===== src/verilog/elsr_consts.svh =====
// Offsets, field positions, reset values and timing counts of the emulated link status block
`ifndef ELSR_CONSTS_SVH
`define ELSR_CONSTS_SVH

// ****************************************************************
// Register offsets (byte addresses)
// ****************************************************************
`define ELSR_OFF_RP_STS 8'h00
`define ELSR_OFF_EP_STS 8'h04
`define ELSR_OFF_RP_CAP2 8'h08
`define ELSR_OFF_EP_CAP2 8'h0C
`define ELSR_OFF_RP_STS2 8'h10
`define ELSR_OFF_EP_STS2 8'h14
`define ELSR_OFF_CTRL 8'h18

// ****************************************************************
// Field positions
// ****************************************************************
`define ELSR_CTRL_DIS 0
`define ELSR_CTRL_SBR 1
`define ELSR_CTRL_RETRAIN 2
`define ELSR_STS_BW 14
`define ELSR_STS_ABW 15
`define ELSR_STS2_DRS 15

// ****************************************************************
// Hardwired and reset values
// ****************************************************************
`define ELSR_SUP_SPEEDS 7'b000_0111
`define ELSR_SUP_8G_BIT 2
`define ELSR_TGT_RST 4'h3
`define ELSR_SPEED_5G 4'h2
`define ELSR_LINK_WIDTH 6'h01
`define ELSR_DEEMPH 1'b1
`define ELSR_EP_DRS_SUP 1'b1
`define ELSR_EP_FRS_SUP 1'b0
`define ELSR_PRES_DOWN 3'h2
`define ELSR_PRES_UP 3'h4
`define ELSR_PRES_UP_DRS 3'h5
`define ELSR_PRES_EP 3'h0

// ****************************************************************
// Timing
// ****************************************************************
`define ELSR_CLK_NS 4
`define ELSR_RST_DLY_NS 2000
`define ELSR_DIS_DLY_NS 1600
`define ELSR_SBR_DLY_NS 1200
`define ELSR_RTR_DLY_NS 400
`define ELSR_CYC(ns) (((ns) + `ELSR_CLK_NS - 1) / `ELSR_CLK_NS)

`endif


===== src/verilog/elsr_pkg.sv =====
// Types shared by the emulated link status block
package elsr_pkg;
    typedef logic [11:0] elsr_cnt_t;
    typedef logic [3:0] elsr_speed_t;
    typedef enum logic [1:0] {
        ELSR_DLY_RST = 2'b00,
        ELSR_DLY_DIS = 2'b01,
        ELSR_DLY_SBR = 2'b10,
        ELSR_DLY_RTR = 2'b11
    } elsr_dly_sel_t;
endpackage


===== src/verilog/elsr_dly_if.sv =====
// Start, abort, done and busy of one delay timer
`timescale 1ns/10ps
interface elsr_dly_if;
    logic start;
    logic abort;
    logic done;
    logic busy;
    modport ctl (output start, output abort, input done, input busy);
    modport tmr (input start, input abort, output done, output busy);
endinterface


===== src/verilog/elsr_delay.sv =====
// Restartable down counter producing one done pulse
`timescale 1ns/10ps
module elsr_delay #(
    parameter elsr_pkg::elsr_cnt_t CYC = 12'h001
) (
    // Clock and reset
    input wire logic clk_sys_i,
    input wire logic rst_b_i,
    // Control
    elsr_dly_if.tmr dly
);
    elsr_pkg::elsr_cnt_t cnt_reg;
    elsr_pkg::elsr_cnt_t cnt_next;
    logic done_reg;
    wire logic last = (cnt_reg == 12'h001);

    // Abort beats start so a hold rising as the other ends does not arm the timer
    assign cnt_next = dly.abort ? 12'h000 :
                      dly.start ? CYC :
                      (cnt_reg != 12'h000) ? cnt_reg - 12'h001 : 12'h000;

    always_ff @(posedge clk_sys_i or negedge rst_b_i) begin
        if (!rst_b_i) begin
            cnt_reg <= 12'h000;
            done_reg <= 1'b0;
        end else begin
            cnt_reg <= cnt_next;
            done_reg <= last & ~dly.abort & ~dly.start;
        end
    end

    assign dly.done = done_reg;
    assign dly.busy = (cnt_reg != 12'h000);
endmodule // elsr_delay


===== src/verilog/elsr_top.sv =====
// Emulated link status, capabilities 2 and status 2 registers for root port and endpoint
`timescale 1ns/10ps
`include "elsr_consts.svh"
module elsr_top (
    // Clock and reset
    input wire logic clk_sys_i,
    input wire logic rst_b_i,
    // Wishbone slave
    input wire logic wb_cyc_i,
    input wire logic wb_stb_i,
    input wire logic wb_we_i,
    input wire logic [7:0] wb_adr_i,
    input wire logic [3:0] wb_sel_i,
    input wire logic [31:0] wb_dat_i,
    output logic [31:0] wb_dat_o,
    output logic wb_ack_o,
    // DRS message arrival, bit 0 root port, bit 1 endpoint
    input wire logic [1:0] drs_msg_i,
    // Emulated link state
    output logic link_active_o
);
    // ****************************************************************
    // Functions
    // ****************************************************************
    // Word decode, byte offset bits are ignored
    function automatic logic hit(input logic [7:0] adr, input logic [7:0] off);
        hit = (adr[7:2] == off[7:2]);
    endfunction

    function automatic logic [15:0] w1c(input logic [15:0] v, input logic [15:0] m);
        w1c = v & ~m;
    endfunction

    // ****************************************************************
    // Bus decode
    // ****************************************************************
    logic ack_reg;
    logic [31:0] dat_reg;
    logic [31:0] rd_word;
    wire logic req = wb_cyc_i & wb_stb_i;
    // Write takes effect on the edge at which the master sees ack
    wire logic wr_fire = req & wb_we_i & ack_reg;
    wire logic [31:0] wmask = {{8{wb_sel_i[3]}}, {8{wb_sel_i[2]}},
                               {8{wb_sel_i[1]}}, {8{wb_sel_i[0]}}};
    wire logic [31:0] wbits = wb_dat_i & wmask;
    wire logic wr_ctrl = wr_fire & hit(wb_adr_i, `ELSR_OFF_CTRL);
    wire logic [1:0] wr_sts = {wr_fire & hit(wb_adr_i, `ELSR_OFF_EP_STS),
                               wr_fire & hit(wb_adr_i, `ELSR_OFF_RP_STS)};
    wire logic [1:0] wr_sts2 = {wr_fire & hit(wb_adr_i, `ELSR_OFF_EP_STS2),
                                wr_fire & hit(wb_adr_i, `ELSR_OFF_RP_STS2)};

    // ****************************************************************
    // Control register
    // ****************************************************************
    logic dis_reg;
    logic sbr_reg;
    logic dis_prev_reg;
    logic sbr_prev_reg;
    logic retrain_reg;
    logic rst_seen_reg;
    elsr_pkg::elsr_speed_t rp_tgt_reg;
    elsr_pkg::elsr_speed_t ep_tgt_reg;
    elsr_pkg::elsr_speed_t cur_speed_reg;

    wire logic dis_next = (wr_ctrl & wb_sel_i[0]) ? wb_dat_i[`ELSR_CTRL_DIS] : dis_reg;
    wire logic sbr_next = (wr_ctrl & wb_sel_i[0]) ? wb_dat_i[`ELSR_CTRL_SBR] : sbr_reg;
    wire elsr_pkg::elsr_speed_t rp_tgt_next = (wr_ctrl & wb_sel_i[0]) ? wb_dat_i[7:4]
                                                                      : rp_tgt_reg;
    wire elsr_pkg::elsr_speed_t ep_tgt_next = (wr_ctrl & wb_sel_i[1]) ? wb_dat_i[11:8]
                                                                      : ep_tgt_reg;
    // Current speed trails the targets by one cycle
    wire elsr_pkg::elsr_speed_t cur_speed_next = (rp_tgt_reg < ep_tgt_reg) ? rp_tgt_reg
                                                                            : ep_tgt_reg;

    always_ff @(posedge clk_sys_i or negedge rst_b_i) begin
        if (!rst_b_i) begin
            dis_reg <= 1'b0;
            sbr_reg <= 1'b0;
            dis_prev_reg <= 1'b0;
            sbr_prev_reg <= 1'b0;
            retrain_reg <= 1'b0;
            rst_seen_reg <= 1'b0;
            rp_tgt_reg <= `ELSR_TGT_RST;
            ep_tgt_reg <= `ELSR_TGT_RST;
            cur_speed_reg <= `ELSR_TGT_RST;
        end else begin
            dis_reg <= dis_next;
            sbr_reg <= sbr_next;
            dis_prev_reg <= dis_reg;
            sbr_prev_reg <= sbr_reg;
            // Retrain is a strobe and always reads back as zero
            retrain_reg <= wr_ctrl & wb_sel_i[0] & wb_dat_i[`ELSR_CTRL_RETRAIN];
            rst_seen_reg <= 1'b1;
            rp_tgt_reg <= rp_tgt_next;
            ep_tgt_reg <= ep_tgt_next;
            cur_speed_reg <= cur_speed_next;
        end
    end

    // ****************************************************************
    // Release events and delay timers
    // ****************************************************************
    // Either hold keeps the endpoint in reset and the link down
    wire logic hold = dis_reg | sbr_reg;
    wire logic dis_rise = dis_reg & ~dis_prev_reg;
    wire logic sbr_rise = sbr_reg & ~sbr_prev_reg;
    wire logic dis_fall = ~dis_reg & dis_prev_reg;
    wire logic sbr_fall = ~sbr_reg & sbr_prev_reg;
    // Reset release arms its timer on the first edge after reset
    wire logic [3:0] dly_start = {retrain_reg, sbr_fall, dis_fall, ~rst_seen_reg};
    wire logic [3:0] dly_abort = {1'b0, {3{dis_rise | sbr_rise}}};
    wire logic [3:0] dly_go = dly_start & ~dly_abort;
    localparam elsr_pkg::elsr_cnt_t DLY_CYC [4] = '{
        12'(`ELSR_CYC(`ELSR_RST_DLY_NS)),
        12'(`ELSR_CYC(`ELSR_DIS_DLY_NS)),
        12'(`ELSR_CYC(`ELSR_SBR_DLY_NS)),
        12'(`ELSR_CYC(`ELSR_RTR_DLY_NS))
    };
    logic [3:0] dly_done;
    logic [3:0] dly_busy;

    genvar g;
    generate
        for (g = 0; g < 4; g++) begin : g_dly
            elsr_dly_if dly_bus ();
            assign dly_bus.start = dly_start[g];
            assign dly_bus.abort = dly_abort[g];
            assign dly_done[g] = dly_bus.done;
            assign dly_busy[g] = dly_bus.busy;
            elsr_delay #(
                .CYC(DLY_CYC[g])
            ) u_dly (
                .clk_sys_i(clk_sys_i),
                .rst_b_i(rst_b_i),
                .dly(dly_bus)
            );
        end
    endgenerate

    // ****************************************************************
    // Link active and equalization
    // ****************************************************************
    logic active_reg;
    logic up_pend_reg;
    logic eq_reg;
    // Declared here as the presence code reads the root port flag
    logic [1:0] drs_reg;
    // A release while the other hold is still set must not bring the link up
    wire logic up_done = (dly_done[elsr_pkg::ELSR_DLY_RST] |
                          dly_done[elsr_pkg::ELSR_DLY_DIS] |
                          dly_done[elsr_pkg::ELSR_DLY_SBR]) & ~hold;
    localparam logic [6:0] SUP_VEC = `ELSR_SUP_SPEEDS;
    wire logic sup_8g = SUP_VEC[`ELSR_SUP_8G_BIT];
    wire logic active_next = hold ? 1'b0 :
                             up_pend_reg ? 1'b1 : active_reg;
    // Flags drop when a hold ends so that they rise again ahead of link-up
    wire logic eq_next = (up_done & sup_8g) ? 1'b1 :
                         (dis_fall | sbr_fall) ? 1'b0 : eq_reg;
    wire logic speed_ok = (cur_speed_reg >= `ELSR_SPEED_5G);
    wire logic active_vis = active_reg & speed_ok;
    wire logic training = |dly_busy;
    wire logic [2:0] pres_rp = ~active_reg ? `ELSR_PRES_DOWN :
                               drs_reg[0] ? `ELSR_PRES_UP_DRS : `ELSR_PRES_UP;

    always_ff @(posedge clk_sys_i or negedge rst_b_i) begin
        if (!rst_b_i) begin
            active_reg <= 1'b0;
            up_pend_reg <= 1'b0;
            eq_reg <= 1'b0;
            link_active_o <= 1'b0;
        end else begin
            active_reg <= active_next;
            // One cycle of margin lets equalization flags lead link-active
            up_pend_reg <= up_done;
            eq_reg <= eq_next;
            link_active_o <= active_next & speed_ok;
        end
    end

    // ****************************************************************
    // Per-port sticky flags
    // ****************************************************************
    logic [1:0] bw_reg;
    logic [1:0] abw_reg;
    wire logic [1:0] bw_set = {1'b0, dly_done[elsr_pkg::ELSR_DLY_RTR]};
    wire logic [1:0] abw_set = {1'b0, up_done};

    generate
        for (g = 0; g < 2; g++) begin : g_port
            // Set wins over a write-one-to-clear in the same cycle
            wire logic bw_clr = wr_sts[g] & wbits[`ELSR_STS_BW];
            wire logic abw_clr = wr_sts[g] & wbits[`ELSR_STS_ABW];
            wire logic drs_clr = wr_sts2[g] & wbits[`ELSR_STS2_DRS];
            always_ff @(posedge clk_sys_i or negedge rst_b_i) begin
                if (!rst_b_i) begin
                    bw_reg[g] <= 1'b0;
                    abw_reg[g] <= 1'b0;
                    drs_reg[g] <= 1'b0;
                end else begin
                    bw_reg[g] <= bw_set[g] | (bw_reg[g] & ~bw_clr);
                    abw_reg[g] <= abw_set[g] | (abw_reg[g] & ~abw_clr);
                    drs_reg[g] <= drs_msg_i[g] | (drs_reg[g] & ~drs_clr);
                end
            end
        end
    endgenerate

    // ****************************************************************
    // Read words
    // ****************************************************************
    wire logic rp_drs_sup = `ELSR_EP_DRS_SUP | `ELSR_EP_FRS_SUP;
    wire logic [15:0] sts_rp = {abw_reg[0], bw_reg[0], active_vis, 1'b0, training, 1'b0,
                                `ELSR_LINK_WIDTH, cur_speed_reg};
    wire logic [15:0] sts_ep = {abw_reg[1], bw_reg[1], active_vis, 1'b0, training, 1'b0,
                                `ELSR_LINK_WIDTH, cur_speed_reg};
    wire logic [31:0] cap2_rp = {rp_drs_sup, 23'h00_0000, `ELSR_SUP_SPEEDS, 1'b0};
    wire logic [31:0] cap2_ep = {`ELSR_EP_DRS_SUP, 23'h00_0000, `ELSR_SUP_SPEEDS, 1'b0};
    // Equalization request, retimer flags and crosslink resolution are constant zero
    wire logic [15:0] sts2_rp = {drs_reg[0], pres_rp, 4'h0, 3'h0, {4{eq_reg}},
                                 `ELSR_DEEMPH};
    wire logic [15:0] sts2_ep = {drs_reg[1], `ELSR_PRES_EP, 4'h0, 3'h0, {4{eq_reg}},
                                 `ELSR_DEEMPH};
    wire logic [31:0] ctrl_rd = {20'h0_0000, ep_tgt_reg, rp_tgt_reg, 2'b00, sbr_reg, dis_reg};

    // Unmapped words read as zero and writes to them are dropped
    assign rd_word = hit(wb_adr_i, `ELSR_OFF_RP_STS) ? {16'h0000, sts_rp} :
                     hit(wb_adr_i, `ELSR_OFF_EP_STS) ? {16'h0000, sts_ep} :
                     hit(wb_adr_i, `ELSR_OFF_RP_CAP2) ? cap2_rp :
                     hit(wb_adr_i, `ELSR_OFF_EP_CAP2) ? cap2_ep :
                     hit(wb_adr_i, `ELSR_OFF_RP_STS2) ? {16'h0000, sts2_rp} :
                     hit(wb_adr_i, `ELSR_OFF_EP_STS2) ? {16'h0000, sts2_ep} :
                     hit(wb_adr_i, `ELSR_OFF_CTRL) ? ctrl_rd : 32'h0000_0000;

    always_ff @(posedge clk_sys_i or negedge rst_b_i) begin
        if (!rst_b_i) begin
            ack_reg <= 1'b0;
            dat_reg <= 32'h0000_0000;
        end else begin
            // Ack every other cycle, so a strobe held past its ack is taken again two cycles later
            ack_reg <= req & ~ack_reg;
            dat_reg <= (req & ~ack_reg) ? rd_word : 32'h0000_0000;
        end
    end

    assign wb_ack_o = ack_reg;
    assign wb_dat_o = dat_reg;

    // ****************************************************************
    // Assertions
    // ****************************************************************
    // Window bounds: timer length plus done, pend and active stages, done and flag stages for retrain, one spare cycle for reset
    localparam int RTR_MAX = `ELSR_CYC(`ELSR_RTR_DLY_NS) + 2;
    localparam int DIS_MAX = `ELSR_CYC(`ELSR_DIS_DLY_NS) + 3;
    localparam int RST_MAX = `ELSR_CYC(`ELSR_RST_DLY_NS) + 4;
    localparam int SBR_MAX = `ELSR_CYC(`ELSR_SBR_DLY_NS) + 3;

    a_speed_gate_low: assert property (@(posedge clk_sys_i) disable iff (!rst_b_i)
        !speed_ok |-> !sts_rp[13] && !sts_ep[13])
        else $error("link active shown below 5 GT/s");

    a_ports_same_active: assert property (@(posedge clk_sys_i) disable iff (!rst_b_i)
        sts_rp[13] == sts_ep[13] && sts_rp[3:0] == sts_ep[3:0])
        else $error("root port and endpoint disagree");

    a_hold_forces_low: assert property (@(posedge clk_sys_i) disable iff (!rst_b_i)
        (dis_rise || sbr_rise) |=> !active_reg [*2])
        else $error("link active not cleared on hold");

    a_eq_leads_active: assert property (@(posedge clk_sys_i) disable iff (!rst_b_i)
        $rose(active_reg) |-> $past(eq_reg) == sup_8g)
        else $error("equalization flags not set before link active");

    a_pres_legal: assert property (@(posedge clk_sys_i) disable iff (!rst_b_i)
        pres_rp == 3'h2 || pres_rp == 3'h4 || pres_rp == 3'h5)
        else $error("illegal presence code");

    a_pres_up_down: assert property (@(posedge clk_sys_i) disable iff (!rst_b_i)
        ($rose(active_reg) |-> ($past(pres_rp) == 3'h2 && pres_rp[2])) and
        ($fell(active_reg) |-> ($past(pres_rp[2]) && pres_rp == 3'h2)))
        else $error("presence did not follow link state");

    a_retrain_sets_bw: assert property (@(posedge clk_sys_i) disable iff (!rst_b_i)
        retrain_reg |-> ##[1:RTR_MAX] bw_reg[0])
        else $error("bandwidth management flag not set after retrain");

    a_dis_release_up: assert property (@(posedge clk_sys_i) disable iff (!rst_b_i)
        dis_fall |-> ##[1:DIS_MAX] (active_reg || hold || dis_rise || sbr_fall))
        else $error("link not up after link disable release");

    a_const_fields: assert property (@(posedge clk_sys_i) disable iff (!rst_b_i)
        cap2_rp[24:8] == 17'h0_0000 && sts2_rp[9:5] == 5'h00 && sts2_ep[9:5] == 5'h00)
        else $error("hardwired field not zero");

    a_drs_support: assert property (@(posedge clk_sys_i) disable iff (!rst_b_i)
        (cap2_ep[31] || `ELSR_EP_FRS_SUP) |-> cap2_rp[31])
        else $error("root port lacks DRS support");

    a_speed_min: assert property (@(posedge clk_sys_i) disable iff (!rst_b_i)
        $stable(rp_tgt_reg) && $stable(ep_tgt_reg) |->
        cur_speed_reg == ((rp_tgt_reg < ep_tgt_reg) ? rp_tgt_reg : ep_tgt_reg))
        else $error("current speed is not the lower target");

    a_rst_release_up: assert property (@(posedge clk_sys_i) disable iff (!rst_b_i)
        !rst_seen_reg |-> ##[1:RST_MAX] (active_reg || hold))
        else $error("link not up after reset release");

    a_sbr_release_up: assert property (@(posedge clk_sys_i) disable iff (!rst_b_i)
        sbr_fall |-> ##[1:SBR_MAX] (active_reg || hold))
        else $error("link not up after secondary bus reset release");

    a_start_arms_timer: assert property (@(posedge clk_sys_i) disable iff (!rst_b_i)
        dly_go != 4'h0 |=>
        (dly_busy & $past(dly_go)) == $past(dly_go))
        else $error("release event did not start its timer");

    a_out_speed_gate: assert property (@(posedge clk_sys_i) disable iff (!rst_b_i)
        !speed_ok |=> !link_active_o)
        else $error("link active output set below 5 GT/s");

    a_drs_msg_sets: assert property (@(posedge clk_sys_i) disable iff (!rst_b_i)
        (drs_msg_i[0] |=> drs_reg[0]) and (drs_msg_i[1] |=> drs_reg[1]))
        else $error("DRS message did not set its flag");
endmodule // elsr_top


===== config.mk =====
export PLATFORM = sky130hd
export DESIGN_NAME = elsr_top
export DESIGN_NICKNAME = d
export VERILOG_FILES = /design/src/verilog/elsr_pkg.sv /design/src/verilog/elsr_dly_if.sv /design/src/verilog/elsr_delay.sv /design/src/verilog/elsr_top.sv
export VERILOG_INCLUDE_DIRS = /design/src /design/src/verilog
export SDC_FILE = /design/constraint.sdc
export NUM_CORES = 1
export LEC_CHECK = 0
export ABC_AREA = 1
export BUFFER_PORTS_ARGS = -buffer_cell sky130_fd_sc_hd__buf_2
export CAP_MARGIN = 10
export CORE_MARGIN = 2
export CORE_UTILIZATION = 35
export DETAILED_ROUTE_END_ITERATION = 16
export PLACE_DENSITY_LB_ADDON = 0.15
export SETUP_SLACK_MARGIN = 0.4
export SLEW_MARGIN = 20
export SYNTH_ARGS = -nofsm -noshare
export SYNTH_HDL_FRONTEND = slang
export SYNTH_SLANG_ARGS = --single-unit

===== constraint.sdc =====
create_clock -name clk_sys_i -period 3.9 [get_ports clk_sys_i]
set_input_delay 0.195 -clock clk_sys_i [delete_from_list [all_inputs] [get_ports clk_sys_i]]
set_output_delay 0.195 -clock clk_sys_i [all_outputs]
set_load 0.005 [all_outputs]

==> flow_summary.json <==
{
  "status": "completed",
  "worstSkewPairLatency_ps": 350,
  "firstDrtPassIters": 4,
  "layout_common_cells": "nand2_1, nor2_1, dfrtp_1, inv_1, buf_2",
  "cp.arrival_ps": 2030,
  "die_area_um2": 15000,
  "num-nets-final": 714,
  "synth_edf_count": 0,
  "met3_usage": 0.0288,
  "clk_pin_slew_ps": 70,
  "globalRoute.totalOverflow": 0,
  "synth-async-reset-ratio": 1.00,
  "clockRootBuffer": "clkbuf_16",
  "wl_per_cell_um": 12.3,
  "drv_cap": 0,
  "finalSetupViolCount": 0,
  "fp.dieH_um": 122,
  "min_period_ps": 1800,
  "period_share": 0.462,
  "clock_sinks": 98,
  "n_fill_cell": 1418,
  "rows": 43,
  "crit_required_ps": 4130,
  "ys.flop_type": "dfrtp_1",
  "rsz0062_at_grt": "false",
  "yosysSeqAreaShare": 0.502,
  "start_util": 0.356,
  "synth_cell_types": 37,
  "ant_nets": 0,
  "power_density_nw_per_um2": 558,
  "critPathCaptureType": "flop",
  "synth_seq_cells": 98,
  "n_antenna_cell": 0,
  "ios": 85,
  "final_common_cell": "nand2_1",
  "synth_area_leader_cell": "dfrtp_1",
  "via_per_inst": 4.61,
  "slew_headroom": 0.442,
  "vias": 3842,
  "drt_iter0_markers": 245,
  "worst_slew_pin_slew_ps": 833,
  "finalClockSkew_ps": 6.36,
  "place_congestion": 0.845,
  "cp-start-kind": "flop",
  "use_met1": 0.213,
  "globalRouteMet2Util": 0.222,
  "grt_pass1_wl_um": 17500,
  "dp_hpwl_um": 7580,
  "clockBufferDepth": 2,
  "grt_usage": 0.150,
  "post-route-drc-count": 0,
  "netlist_top_cells_area": "dfrtp_1, nand2_1, nor2_1",
  "antenna_found_initial": 0,
  "hold_viol": 0,
  "grt-busiest-layer": "met2",
  "netlist.area_leader.share": 0.469,
  "drive_above_1_share": 0.127,
  "syn_inst": 593,
  "tritoncts": "yes",
  "drv_slew": 0,
  "core_area_um2": 13800,
  "finalPower_mw": 3.13,
  "hold_path.class": "primary input to flop",
  "worstPathMaxFanout": 17,
  "grt_pass1_vias": 3636,
  "largest_reg_flops": 48,
  "syn-cell-area_um2": 4900,
  "fp.dieW_um": 122,
  "grt_max_degree": 62,
  "wl_um": 10300,
  "worst-setup-path-type": "flop to flop",
  "cts_made_buffers": 9,
  "areaGrowthSynthToFinish_pct": 14.5,
  "portBuffers": 46,
  "p_leak_nw": 2.87,
  "setup_tns_ps": 0,
  "htreeDepth": 3,
  "peakVddDrop_mv": 0.184,
  "yosysWarnings": 0,
  "max_freq_mhz": 555,
  "avgSynthCellArea_um2": 8.27
}
-- report_power, final --
part | leakage (nW) | internal [mW] | switching [mW]
logic | 1.54 | 0.306 | 0.478
clock network | 0.153 | 0.564 | 0.394
registers | 1.18 | 1.22 | 0.175
-- routing by layer --
layer  wire length [um]  part of all wire
met3                423             0.041
met5                  0                 0
met4                198             0.019
met1               5150              0.50
met2               4490              0.44
-- Yosys cell counts (2+ instances only) --
cell      number
nand3b_1       3
buf_4         15
inv_1         74
inv_2          2
o21ai_0       20
nor3_1        13
a31oi_1        2
nand2_2        2
nand3_1       44
buf_2          2
o21bai_1       4
dfrtp_1       92
nand2_1      112
nor2_1       107
xor2_1        17
xnor2_1        2
ha_1          15
nand4_1        6
conb_1         2
dfstp_2        6
a21oi_1       35
nor2_4         3
-- final cells by class --
class / instances / area (um2) / area share
repair buffers: 48 / 250 / 0.0445
inverters: 76 / 285 / 0.0508
flip-flops and latches: 98 / 2460 / 0.438
clock buffers: 10 / 229 / 0.0408
clock inverters: 6 / 90.1 / 0.0160
multi-input cells: 415 / 2080 / 0.370
well taps: 180 / 225 / 0.0401
-- critical path: stages, from the launching register on --
cell and delay (ps):
dfrtp_1 360, inv_1 90, o22ai_2 620, inv_1 190, nand3b_1 320, nor2_1 90
-- cells by family after synthesis --
logic type,after synthesis,synth area share
and+or+nand+nor,301,0.269
DFF,98,0.502
buffers and inverters,94,0.0855
AOI/OAI and AO/OA,64,0.0699
xor gates and xnor gates,19,0.0339
adders and majority gates,15,0.0383
other,2,0.00153
-- what timing repair did --
| action | CTS | global route |
|---|---|---|
| buffers inserted | 0 | 0 |
| hold buffers | 1 | 0 |
| endpoints found under the hold margin | 60 | 0 |
| gates resized for setup | 0 | 0 |
-- through the flow --
step                 util  instance area [um2]  hold slack (ps)  setup WS (ps)  std cells
floorplan               -                 4960             -101           2550        607
global placement    0.384                 5290              331           2080        816
detailed placement  0.384                 5290              348           1980        816
CTS                 0.408                 5620             21.3           2000        833
global route        0.408                 5620             52.8           1880        833
finish              0.408                 5620             32.5           2100        833
-- worst paths after layout --
kind / endpoint / slack [ps] / start / cells past startpoint
setup / recovery: g_dly[2].u_dly.cnt_reg[10]$_DFF_PN0_ / 2100 / sbr_reg$_DFFE_PN0P_ / 5
hold / removal: drs_reg[0]$_DFF_PN0_ / 30 / drs_msg_i[0] / 3
setup reg to reg: g_dly[2].u_dly.cnt_reg[10]$_DFF_PN0_ / 2100 / sbr_reg$_DFFE_PN0P_ / 5
hold reg to reg: sbr_prev_reg$_DFF_PN0_ / 400 / sbr_reg$_DFFE_PN0P_ / 0
max in group asynchronous: cur_speed_reg[0]$_DFF_PN1_ / 2450 / rst_b_i / 3
min in group asynchronous: g_dly[0].u_dly.cnt_reg[10]$_DFF_PN0_ / 470 / rst_b_i / 2
Note: power is estimated with default switching activity, not from simulation.
